File: src/rtl/aprc_map.vh
// register map, field positions, reset values and timing counts
// assumes a 100 MHz clk that also stands in for the master clock
`ifndef APRC_MAP_VH
`define APRC_MAP_VH
`define APRC_REG_GENERAL_STATUS 8'h01
`define APRC_REG_ERROR_STATUS 8'h02
`define APRC_REG_SYSTEM_CONTROL_ONE 8'h03
`define APRC_REG_SYSTEM_CONTROL_TWO 8'h04
`define APRC_REG_FORMAT 8'h05
`define APRC_REG_RATE 8'h06
`define APRC_REG_MASTER_VOL 8'h07
`define APRC_REG_CHAN_VOL 8'h08
`define APRC_REG_TONE_INDEX 8'h0C
`define APRC_REG_TONE_SET 8'h0D
`define APRC_REG_AM_CTRL 8'h0E
`define APRC_REG_AM_FREQ_LO 8'h0F
`define APRC_REG_AM_FREQ_HI 8'h10
`define APRC_RST_SYS1 8'h90
`define APRC_RST_SYS2 8'h05
`define APRC_RST_FORMAT 8'hD3
`define APRC_RST_RATE 8'h05
`define APRC_RST_MUTE 8'hFF
`define APRC_RST_CHAN_VOL 8'h30
`define APRC_RST_TONE_INDEX 8'h12
`define APRC_RST_TONE_SET 8'h33
`define APRC_RST_AM_CTRL 8'h10
`define APRC_SYS1_DCBLOCK 7
`define APRC_SYS1_HARD_UNMUTE 4
`define APRC_SYS2_AM_EN 7
`define APRC_SYS2_SUP_EN 6
`define APRC_SLIP_MAX 12'h00A
`define APRC_PER_MIN 12'h01F4
`define APRC_PER_MAX 12'h0DAC
`define APRC_TH_192 12'h0220
`define APRC_TH_176 12'h0325
`define APRC_TH_96 12'h0440
`define APRC_TH_88 12'h0640
`define APRC_TH_48 12'h087F
`define APRC_TH_44 12'h0A8C
`define APRC_HP_SHIFT 13
`define APRC_CLK_MHZ 100
`define APRC_INIT_NS 1000
`define APRC_START_NS 2000
`define APRC_INIT_CYC ((`APRC_INIT_NS * `APRC_CLK_MHZ + 999) / 1000)
`define APRC_START_CYC ((`APRC_START_NS * `APRC_CLK_MHZ + 999) / 1000)
`endif

File: src/rtl/aprc_ctrl.v
// reset, status and control logic of the four-channel pwm audio processor
// assumes clk is the master clock; pins arrive asynchronous to it
`timescale 1ns/1ps
`include "aprc_map.vh"
module aprc_ctrl #(
  parameter [6:0] I2C_ADDR = 7'h1B,
  // arbitrary identification value
  parameter [3:0] DEVICE_ID = 4'h5
) (
  input wire clk,
  input wire ce,
  input wire srst,
  input wire resetN,
  input wire pllLock,
  input wire lrclkPin,
  input wire sclkPin,
  input wire sclPin,
  input wire sdaIn,
  output reg sdaOut,
  output reg sdaOe,
  input wire clipEvent,
  input wire [3:0] coreP,
  input wire [3:0] coreM,
  input wire [95:0] sampleIn,
  input wire sampleStrobe,
  output wire [95:0] sampleOut,
  output reg sampleValid,
  output reg valid,
  output reg [3:0] pwmP,
  output reg [3:0] pwmM,
  output reg supplyPwm,
  output reg [7:0] masterVol,
  output wire [31:0] chanVol,
  output wire dcBlockEn,
  output wire [1:0] deemphSel,
  output wire [2:0] modLimit,
  output wire [1:0] supplyRange,
  output wire amEnable,
  output wire [7:0] amCtrl,
  output wire [15:0] amTuned,
  output wire [7:0] serialFormat,
  output wire [7:0] rateCtrl,
  output wire [7:0] toneIndex,
  output wire [7:0] toneSets,
  output reg [2:0] sampleRate
);
  localparam S_RESET = 3'd0;
  localparam S_DETECT = 3'd1;
  localparam S_INIT = 3'd2;
  localparam S_MUTED = 3'd3;
  localparam S_START = 3'd4;
  localparam S_RUN = 3'd5;
  localparam I_IDLE = 3'd0;
  localparam I_ADDR = 3'd1;
  localparam I_SUB = 3'd2;
  localparam I_WR = 3'd3;
  localparam I_RD = 3'd4;
  localparam integer INIT_CYC_N = `APRC_INIT_CYC;
  localparam integer START_CYC_N = `APRC_START_CYC;
  localparam [15:0] INIT_CYC = INIT_CYC_N[15:0];
  localparam [15:0] START_CYC = START_CYC_N[15:0];

  reg [1:0] rstSync;
  reg [4:0] syncA;
  reg [4:0] syncB;
  reg [4:0] pinPrev;
  reg [7:0] cfg [3:16];
  reg [2:0] iSt;
  reg [3:0] iBit;
  reg [7:0] iSh;
  reg [7:0] iSub;
  reg [7:0] iTx;
  reg iAck;
  reg sdaDrive;
  reg wrEn;
  reg [7:0] wrAddr;
  reg [7:0] wrData;
  reg clipFlag;
  reg errLr;
  reg errSck;
  reg errSlip;
  reg errPll;
  reg [11:0] perCnt;
  reg [11:0] perPrev;
  reg [7:0] bitsCnt;
  reg [1:0] frameCnt;
  reg rateKnown;
  reg [2:0] st;
  reg [2:0] next_st;
  reg [15:0] stCnt;
  reg recov;
  reg [7:0] pwmCnt;
  integer i;

  // release is synchronised so every control leaves reset on one edge
  always @(posedge clk or negedge resetN) begin
    if (!resetN) begin
      rstSync <= 2'b00;
    end else if (ce) begin
      rstSync <= {rstSync[0], 1'b1};
    end
  end
  wire chipRst = srst | ~rstSync[1];

  // pins: pll lock, frame clock, bit clock, scl, sda
  always @(posedge clk) begin
    if (ce) begin
      syncA <= {pllLock, lrclkPin, sclkPin, sclPin, sdaIn};
      syncB <= syncA;
      pinPrev <= syncB;
    end
  end
  wire lrRise = syncB[3] & ~pinPrev[3];
  wire sckRise = syncB[2] & ~pinPrev[2];
  wire sclRise = syncB[1] & ~pinPrev[1];
  wire sclFall = ~syncB[1] & pinPrev[1];
  wire sdaNow = syncB[0];
  wire i2cStart = syncB[1] & pinPrev[1] & pinPrev[0] & ~syncB[0];
  wire i2cStop = syncB[1] & pinPrev[1] & ~pinPrev[0] & syncB[0];

  function [7:0] cfgReset;
    input [7:0] a;
    begin
      case (a)
        `APRC_REG_SYSTEM_CONTROL_ONE: cfgReset = `APRC_RST_SYS1;
        `APRC_REG_SYSTEM_CONTROL_TWO: cfgReset = `APRC_RST_SYS2;
        `APRC_REG_FORMAT: cfgReset = `APRC_RST_FORMAT;
        `APRC_REG_RATE: cfgReset = `APRC_RST_RATE;
        `APRC_REG_MASTER_VOL: cfgReset = `APRC_RST_MUTE;
        `APRC_REG_TONE_INDEX: cfgReset = `APRC_RST_TONE_INDEX;
        `APRC_REG_TONE_SET: cfgReset = `APRC_RST_TONE_SET;
        `APRC_REG_AM_CTRL: cfgReset = `APRC_RST_AM_CTRL;
        `APRC_REG_AM_FREQ_LO: cfgReset = 8'h00;
        `APRC_REG_AM_FREQ_HI: cfgReset = 8'h00;
        default: cfgReset = `APRC_RST_CHAN_VOL;
      endcase
    end
  endfunction

  function [7:0] regRead;
    input [7:0] a;
    begin
      if (a == `APRC_REG_GENERAL_STATUS) begin
        regRead = {DEVICE_ID, 3'b000, clipFlag};
      end else if (a == `APRC_REG_ERROR_STATUS) begin
        regRead = {3'b000, errPll, errSlip, errSck, errLr, valid};
      end else if (a >= `APRC_REG_SYSTEM_CONTROL_ONE && a <= `APRC_REG_AM_FREQ_HI) begin
        regRead = cfg[a];
      end else begin
        regRead = 8'h00;
      end
    end
  endfunction

  function [2:0] rateOf;
    input [11:0] p;
    begin
      if (p < `APRC_TH_192) rateOf = 3'd6;
      else if (p < `APRC_TH_176) rateOf = 3'd5;
      else if (p < `APRC_TH_96) rateOf = 3'd4;
      else if (p < `APRC_TH_88) rateOf = 3'd3;
      else if (p < `APRC_TH_48) rateOf = 3'd2;
      else if (p < `APRC_TH_44) rateOf = 3'd1;
      else rateOf = 3'd0;
    end
  endfunction

  // serial control slave; held idle while in reset
  always @(posedge clk) begin
    if (chipRst) begin
      iSt <= I_IDLE;
      iBit <= 4'h0;
      iSh <= 8'h00;
      iSub <= 8'h00;
      iTx <= 8'h00;
      iAck <= 1'b0;
      sdaDrive <= 1'b0;
      wrEn <= 1'b0;
      wrAddr <= 8'h00;
      wrData <= 8'h00;
    end else if (ce) begin
      wrEn <= 1'b0;
      if (i2cStart) begin
        iSt <= I_ADDR;
        iBit <= 4'h0;
        iAck <= 1'b0;
        sdaDrive <= 1'b0;
      end else if (i2cStop) begin
        iSt <= I_IDLE;
        iAck <= 1'b0;
        sdaDrive <= 1'b0;
      end else if (iSt != I_IDLE) begin
        if (sclRise) begin
          if (!iAck) begin
            iSh <= {iSh[6:0], sdaNow};
            iBit <= iBit + 4'h1;
          end else if (iSt == I_RD && !sdaDrive) begin
            // our own address ack is not a master ack
            if (sdaNow) begin
              iSt <= I_IDLE;
            end else begin
              iSub <= iSub + 8'h01;
              iTx <= regRead(iSub + 8'h01);
            end
          end
        end else if (sclFall) begin
          if (iAck) begin
            iAck <= 1'b0;
            iBit <= 4'h0;
            sdaDrive <= (iSt == I_RD) & ~iTx[7];
          end else if (iBit == 4'h8) begin
            iAck <= 1'b1;
            case (iSt)
              I_ADDR: begin
                sdaDrive <= (iSh[7:1] == I2C_ADDR);
                if (iSh[7:1] != I2C_ADDR) begin
                  iSt <= I_IDLE;
                end else if (iSh[0]) begin
                  iSt <= I_RD;
                  iTx <= regRead(iSub);
                end else begin
                  iSt <= I_SUB;
                end
              end
              I_SUB: begin
                iSub <= iSh;
                sdaDrive <= 1'b1;
                iSt <= I_WR;
              end
              I_WR: begin
                wrEn <= 1'b1;
                wrAddr <= iSub;
                wrData <= iSh;
                iSub <= iSub + 8'h01;
                sdaDrive <= 1'b1;
              end
              default: begin
                sdaDrive <= 1'b0;
              end
            endcase
          end else if (iSt == I_RD) begin
            sdaDrive <= ~iTx[3'd7 - iBit[2:0]];
          end
        end
      end
    end
  end

  // every control returns to its default on the same edge
  always @(posedge clk) begin
    if (chipRst) begin
      for (i = 3; i <= 16; i = i + 1) begin
        cfg[i] <= cfgReset(i[7:0]);
      end
    end else if (ce && wrEn && wrAddr >= `APRC_REG_SYSTEM_CONTROL_ONE &&
                 wrAddr <= `APRC_REG_AM_FREQ_HI) begin
      cfg[wrAddr] <= wrData;
    end
  end

  assign dcBlockEn = cfg[3][`APRC_SYS1_DCBLOCK];
  assign deemphSel = cfg[3][1:0];
  assign modLimit = cfg[4][2:0];
  assign supplyRange = cfg[4][5:4];
  assign amEnable = cfg[4][`APRC_SYS2_AM_EN];
  assign serialFormat = cfg[5];
  assign rateCtrl = cfg[6];
  assign toneIndex = cfg[12];
  assign toneSets = cfg[13];
  assign amCtrl = cfg[14];
  assign amTuned = {cfg[16], cfg[15]};
  genvar g;
  generate
    for (g = 0; g < 4; g = g + 1) begin : chv
      assign chanVol[g*8 +: 8] = cfg[8 + g];
    end
  endgenerate

  // frame measurement in master clock cycles
  wire [11:0] perDiff = (perCnt > perPrev) ? perCnt - perPrev : perPrev - perCnt;
  wire perBad = (perCnt < `APRC_PER_MIN) | (perCnt > `APRC_PER_MAX);
  wire bitsBad = (bitsCnt != 8'h20) & (bitsCnt != 8'h30) & (bitsCnt != 8'h40);
  wire slipNow = (frameCnt == 2'd2) & (perDiff > `APRC_SLIP_MAX);
  wire lrTimeout = (perCnt == 12'hFFF);
  wire frameChk = lrRise & (frameCnt != 2'd0);
  wire setLr = (frameChk & perBad) | lrTimeout;
  wire setSck = frameChk & bitsBad;
  wire setSlip = lrRise & slipNow;
  wire setPll = ~syncB[4];
  wire clkBad = setLr | setSck | setSlip;
  wire clrErr = wrEn & (wrAddr == `APRC_REG_ERROR_STATUS);
  wire clrClip = wrEn & (wrAddr == `APRC_REG_GENERAL_STATUS);

  always @(posedge clk) begin
    if (chipRst) begin
      perCnt <= 12'h000;
      perPrev <= 12'h000;
      bitsCnt <= 8'h00;
      frameCnt <= 2'd0;
      rateKnown <= 1'b0;
      sampleRate <= 3'd0;
      errLr <= 1'b0;
      errSck <= 1'b0;
      errSlip <= 1'b0;
      errPll <= 1'b0;
      clipFlag <= 1'b0;
    end else if (ce) begin
      // set wins over a clearing write in the same cycle
      errLr <= (errLr & ~clrErr) | setLr;
      errSck <= (errSck & ~clrErr) | setSck;
      errSlip <= (errSlip & ~clrErr) | setSlip;
      errPll <= (errPll & ~clrErr) | setPll;
      clipFlag <= (clipFlag & ~clrClip) | clipEvent;
      if (lrRise) begin
        perCnt <= 12'h001;
        bitsCnt <= 8'h00;
        if (frameCnt != 2'd0) begin
          perPrev <= perCnt;
        end
        if (frameCnt != 2'd2) begin
          frameCnt <= frameCnt + 2'd1;
        end
        if (clkBad) begin
          rateKnown <= 1'b0;
        end else if (frameCnt == 2'd2) begin
          rateKnown <= 1'b1;
          sampleRate <= rateOf(perCnt);
        end
      end else begin
        if (!lrTimeout) begin
          perCnt <= perCnt + 12'h001;
        end else begin
          frameCnt <= 2'd0;
          rateKnown <= 1'b0;
        end
        if (sckRise && bitsCnt != 8'hFF) begin
          bitsCnt <= bitsCnt + 8'h01;
        end
      end
    end
  end

  wire muteReq = (cfg[7] == `APRC_RST_MUTE);
  always @* begin
    next_st = st;
    case (st)
      S_RESET: next_st = S_DETECT;
      S_DETECT: if (rateKnown) next_st = S_INIT;
      S_INIT: if (stCnt == INIT_CYC - 16'h0001) next_st = S_MUTED;
      S_MUTED: begin
        if (clkBad) next_st = S_DETECT;
        else if (!muteReq)
          next_st = (recov & cfg[3][`APRC_SYS1_HARD_UNMUTE]) ? S_RUN : S_START;
      end
      S_START: begin
        if (clkBad) next_st = S_DETECT;
        else if (muteReq) next_st = S_MUTED;
        else if (stCnt == START_CYC - 16'h0001) next_st = S_RUN;
      end
      S_RUN: begin
        if (clkBad) next_st = S_DETECT;
        else if (muteReq) next_st = S_MUTED;
      end
      default: next_st = S_RESET;
    endcase
  end

  always @(posedge clk) begin
    if (chipRst) begin
      st <= S_RESET;
      stCnt <= 16'h0000;
      recov <= 1'b0;
    end else if (ce) begin
      st <= next_st;
      stCnt <= (next_st != st) ? 16'h0000 : stCnt + 16'h0001;
      if (next_st == S_DETECT && st != S_RESET) recov <= 1'b1;
      else if (next_st == S_RUN) recov <= 1'b0;
    end
  end

  // supply reference follows master volume scaled by the chosen range
  wire [1:0] supShift = (supplyRange == 2'd0) ? 2'd2 : (supplyRange == 2'd1) ? 2'd1 : 2'd0;
  wire [7:0] supLevel = ~(cfg[7] >> supShift);

  // outputs drop at once on the pin, no clock needed
  always @(posedge clk or negedge resetN) begin
    if (!resetN) begin
      valid <= 1'b0;
      pwmP <= 4'h0;
      pwmM <= 4'h0;
      supplyPwm <= 1'b0;
      masterVol <= `APRC_RST_MUTE;
      sdaOe <= 1'b0;
      sdaOut <= 1'b0;
      pwmCnt <= 8'h00;
    end else if (chipRst) begin
      valid <= 1'b0;
      pwmP <= 4'h0;
      pwmM <= 4'h0;
      supplyPwm <= 1'b0;
      masterVol <= `APRC_RST_MUTE;
      sdaOe <= 1'b0;
      sdaOut <= 1'b0;
      pwmCnt <= 8'h00;
    end else if (ce) begin
      // valid leads switching, unless a hard unmute after recovery skips S_START, so the power stage starts quietly
      valid <= (st == S_START) | (st == S_RUN);
      pwmP <= (st == S_RUN) ? coreP : 4'h0;
      pwmM <= (st == S_RUN) ? coreM : 4'h0;
      pwmCnt <= pwmCnt + 8'h01;
      supplyPwm <= cfg[4][`APRC_SYS2_SUP_EN] & (pwmCnt < supLevel);
      masterVol <= cfg[7];
      sdaOe <= sdaDrive;
      sdaOut <= 1'b0;
    end
  end

  // dc blocker: y = x - x1 + y1 - y1/8192, corner near 0.86 Hz at 44.1 kHz
  always @(posedge clk) begin
    if (chipRst) sampleValid <= 1'b0;
    else if (ce) sampleValid <= sampleStrobe;
  end
  generate
    for (g = 0; g < 4; g = g + 1) begin : hp
      reg signed [23:0] xPrev;
      reg signed [38:0] acc;
      reg [23:0] y;
      wire signed [23:0] x = sampleIn[g*24 +: 24];
      wire signed [38:0] dx = ({{15{x[23]}}, x} - {{15{xPrev[23]}}, xPrev}) <<< `APRC_HP_SHIFT;
      wire signed [38:0] accNext = acc + dx - (acc >>> `APRC_HP_SHIFT);
      always @(posedge clk) begin
        if (chipRst) begin
          xPrev <= 24'h00_0000;
          acc <= 39'h00_0000_0000;
          y <= 24'h00_0000;
        end else if (ce && sampleStrobe) begin
          xPrev <= x;
          acc <= accNext;
          y <= dcBlockEn ? accNext[36:13] : x;
        end
      end
      assign sampleOut[g*24 +: 24] = y;
    end
  endgenerate
endmodule

File: config.mk
export PLATFORM = sky130hd
export DESIGN_NAME = aprc_ctrl
export DESIGN_NICKNAME = d
export VERILOG_FILES = /design/src/rtl/aprc_ctrl.v
export VERILOG_INCLUDE_DIRS = /design/src /design/src/rtl
export SDC_FILE = /design/constraint.sdc
export NUM_CORES = 2
export LEC_CHECK = 0
export CAP_MARGIN = 0
export CORE_MARGIN = 8
export CORE_UTILIZATION = 41
export CTS_CLUSTER_DIAMETER = 150
export DETAILED_ROUTE_END_ITERATION = 7
export DONT_BUFFER_PORTS = 1
export GPL_TIMING_DRIVEN = 0
export PLACE_DENSITY_LB_ADDON = 0.3
export SLEW_MARGIN = 20
export SYNTH_ARGS = -nofsm -noshare
export SYNTH_HDL_FRONTEND = slang
export SYNTH_SLANG_ARGS = --single-unit
export TNS_END_PERCENT = 10
File: constraint.sdc
create_clock -name clk -period 10.7 [get_ports clk]
set_input_delay 2.675 -clock clk [delete_from_list [all_inputs] [get_ports clk]]
set_output_delay 2.675 -clock clk [all_outputs]
set_load 0.02 [all_outputs]
==> key figures <==
Status
  – Status: finished clean

Pwr
  – Clock network power share: roughly a fifth
  – Combinational share of power: 55.2%
  – Sw Ratio: 44.9%
  – Peak supply drop: about 200 uV
  – Int Power: 8790 uW
  – Leakage power: about 0.021 uW
  – Part of the power in registers: approximately 25%
  – Sw power: 7170 uW
  – Pwr/cell area: between 200 and 300 nW/um2

Global routing
  – Initial antenna violation count: 10
  – Vias in the first global route: between 30000 and 40000
  – GR Layer Usage met3: 6.78%
  – GR Overflow Total: 0
  – Total Routing Usage GR: about a quarter
  – First-pass GRT wire length: approximately 250000 um
  – Met1 usage: 32.0%
  – Pin count of the biggest net entering global routing: 30
  – M2 GR Usage: about two fifths
  – GR peak layer: met2

Worst setup path
  – Crit path required time: 11.31 ns
  – Bufs and invs on worst path: 0
  – Crit-path slowest cell: o41ai_1
  – Reg2Reg Launch Point: iSub[0]$_SDFFE_PN0P_
  – Crit-path most repeated cell: a21o_1
  – Startpoint Class: input pin
  – Worst Path Class, Setup: in -> reg
  – Total stage count of the critical path: 22
  – Arrival @ worst endpoint: 8.32 ns
  – Crit-path leading delay family: compound AO/OA/AOI/OAI gates
  – Capture point of the worst reg-to-reg path: iTx[3]$_SDFFE_PN0P_
  – Critical path, cell by cell: ha_1, a21o_1, a21o_1, a21o_1, a21o_1, a31oi_1, o21ai_0, o41ai_1, xnor2_1, fa_1, ha_1, and2_1, nand2_1, nor2_1, and4_1, o211ai_1, nand4b_1, a31oi_1, o31ai_1, xnor2_1, nand2_1, a21oi_1
  – CP peak stage delay: 0.81 ns
  – FF-to-FF setup slack: approximately 3.6 ns
  – CP max FO: 4
  – Reg2Reg Depth: 15
  – Setup crit end kind: flop

CTS
  – Root Buffer: clkbuf_16
  – Post-CTS sizing: 0
  – Setup Buffers After CTS: 0
  – TritonCTS Buffers: 90
  – # H-tree levels: 3
  – CTS tree: done
  – CTS sink cnt: about 770
  – Hold_buf cts: 0
  – Deepest clock path buffer count: 3
  – Clock-pin slew on the worst setup and hold paths: 0.06 ns
  – Clock latency on the worst-skew pair: 0.72 ns

Flow run
  – MaxCap Viol Count: 0

Synthesis
  – Number of enable flip-flop cells after synthesis: 262
  – Post-Synthesis Cells: ~5300
  – Ys flop type: dfxtp_1
  – Mean post-synth cell area: ~9.4 um2
  – Seq/Total Area, Yosys: 36.6%
  – Synth area leaders: dfxtp_1 (19%), edfxtp_1 (16%), ha_1 (8.8%)
  – Top-area cell type share of the netlist area: 19.2%
  – Asr flop ratio synth: 3.79%
  – Synth cell types: roughly 90
  – Yosys Warn Count: 0
  – Yosys reg bits: 766
  – Area leader, netlist: dfxtp_1
  – Mapped Area: 49500 um2

Timing
  – Setup repair after global routing missed its margin: no
  – Worst Clk Skew: 0.0639 ns
  – Worst relative slew slack: 19.6%
  – Setup TNS: 0 ns
  – Final number of setup-violating endpoints: 0
  – Fmax achieved: 130 MHz
  – Final worst path period need: ~7.7 ns
  – Worst hold slack: around 0.42 ns
  – Final hold viol count: 0
  – Least-Margin Pin Slew: roughly 1.2 ns
  – Tcrit/Tclk final: 72.1%
  – Final slew viol count: 0

Layout
  – Most frequent cells in the layout: nand2_1 (668), a21oi_1 (572), dfxtp_1 (475), nor2_1 (379), ha_1 (347)
  – Fin nets: 6084
  – Area growth from synthesis to layout: 11.8%
  – Commonest non-fill, non-tap cell in the layout: nand2_1
  – Share of layout cells above drive strength 1: 7.43%
  – Fill cells: 11600

Min path
  – Hold Crit Depth: 0
  – HP Start: syncA[2]$_DFFE_PP_
  – Worst Hold End: syncB[2]$_DFFE_PP_
  – Worst Hold Class: reg -> reg

Drt
  – Vias per cell: 5.74
  – First-pass iteration count of the detailed router: 6
  – Routed via count: 41400
  – Final ANT Viol Nets: 0
  – Routed WL: 169000 um
  – DR iter-0 viols: 3694
  – Wire per inst: 23.4 um
  – DRC: 0

Die
  – DIE HEIGHT: 363 um
  – Site Rows: 127
  – CORE AREA: 120000 um2
  – Io pins: 332
  – Die footprint: 132000 um2
  – Die X: 363 um
  – Starting density of the core: 41.3%

Placed design
  – DP HPWL: ~130000 um
  – GP Congestion: 0.947
  – IO buf count: 0
## cells by family after synthesis
family / after synthesis / synth area share [%]
mux: 276 / 9.68
flops: 766 / 36.6
compound gates: 1334 / 16.6
other cells: 1 / 0.00757
fa+ha+maj: 457 / 13.2
simple gates: 1584 / 14.8
buf+inv: 594 / 4.63
xor+xnor: 251 / 4.50
## worst register-to-register path: stages (launching register included)
cell      delay (ns)
dfxtp_1         0.44
clkbuf_1        0.53
clkbuf_1        0.86
buf_1           0.65
inv_1           0.28
ha_1            0.41
buf_2           0.39
buf_1           0.47
buf_8           0.22
clkbuf_1        0.73
mux4_2          0.46
mux4_2          0.53
mux2i_1         0.50
o21ai_0         0.16
a22oi_1         0.23
a211oi_1        0.10
## worst max path at each step
stage,from,end,slack [ns]
2_1_floorplan,sampleIn[48],hp[2].acc[38]$_SDFFE_PN0P_,3.23
3_3_place_gp,sampleIn[1],hp[0].y[22]$_SDFFE_PN0P_,2.51
3_5_place_dp,sampleIn[1],hp[0].acc[37]$_SDFFE_PN0P_,2.54
4_1_cts,sampleIn[1],hp[0].acc[37]$_SDFFE_PN0P_,3.22
5_1_grt,sampleIn[1],hp[0].acc[37]$_SDFFE_PN0P_,2.90
6_report,sampleIn[1],hp[0].acc[37]$_SDFFE_PN0P_,2.99
## power by group through the flow
stage / sequential (uW) / clock, uW / combinational, uW
floorplan: 3780 / 0 / 6580
global placement: 3960 / 0 / 8550
detailed placement: 3970 / 0 / 8600
CTS: 3910 / 3280 / 8690
global route: 3950 / 3390 / 9720
finish: 3910 / 3240 / 8810
## registers in the layout (all words and copies together) (netlist names), 12 cells and up, named ones only
register / flops
hp.acc: 156
stCnt: 16
hp.xPrev: 96
hp.y: 96
perCnt: 12
perPrev: 12
cfg: 256
## metrics by stage
stage | total power, uW | utilization, % | std cells | instance area, um2 | worst slack [ns]
after floorplan | 10400 | - | 5407 | 50000 | 3.23
after global placement | 12500 | 43.5 | 7019 | 52100 | 2.51
after detailed placement | 12600 | 43.6 | 7031 | 52200 | 2.54
after CTS | 15900 | 46.1 | 7195 | 55300 | 3.22
after global routing | 17100 | 46.2 | 7199 | 55300 | 2.90
final | 16000 | 46.2 | 7206 | 55300 | 2.99
## synth_stat cells (46+ instances only)
| library cell | number |
|---|---|
| a211oi_1 | 92 |
| and2_1 | 101 |
| clkbuf_1 | 221 |
| inv_1 | 323 |
| a21oi_1 | 572 |
| nor3_1 | 58 |
| mux4_2 | 162 |
| nand2_1 | 668 |
| o21ai_0 | 240 |
| dfxtp_1 | 475 |
| or3_1 | 46 |
| a21o_1 | 115 |
| fa_1 | 110 |
| xnor2_1 | 164 |
| nand3_1 | 70 |
| xor2_1 | 85 |
| mux2i_1 | 110 |
| edfxtp_1 | 262 |
| ha_1 | 347 |
| nor2_1 | 379 |
## layout make-up
class | instances | area (um2) | area share [%]
multi-input cells | 4047 | 29700 | 53.6
flip-flops and latches | 766 | 18100 | 32.7
clock buffers | 117 | 2460 | 4.45
diodes | 10 | 25.0 | 0.0452
repair buffers | 13 | 120 | 0.217
plain buffers | 271 | 1090 | 1.97
clock inverters | 47 | 612 | 1.11
well taps | 1612 | 2020 | 3.65
inverters | 323 | 1210 | 2.19
## routing by layer
layer	vias up	wire length, um
li1	19200	-
met1	20200	69500
met2	1652	75300
met3	342	16500
met4	2	7270
met5	-	12
No activity file was read; power rests on OpenSTA's default activity.
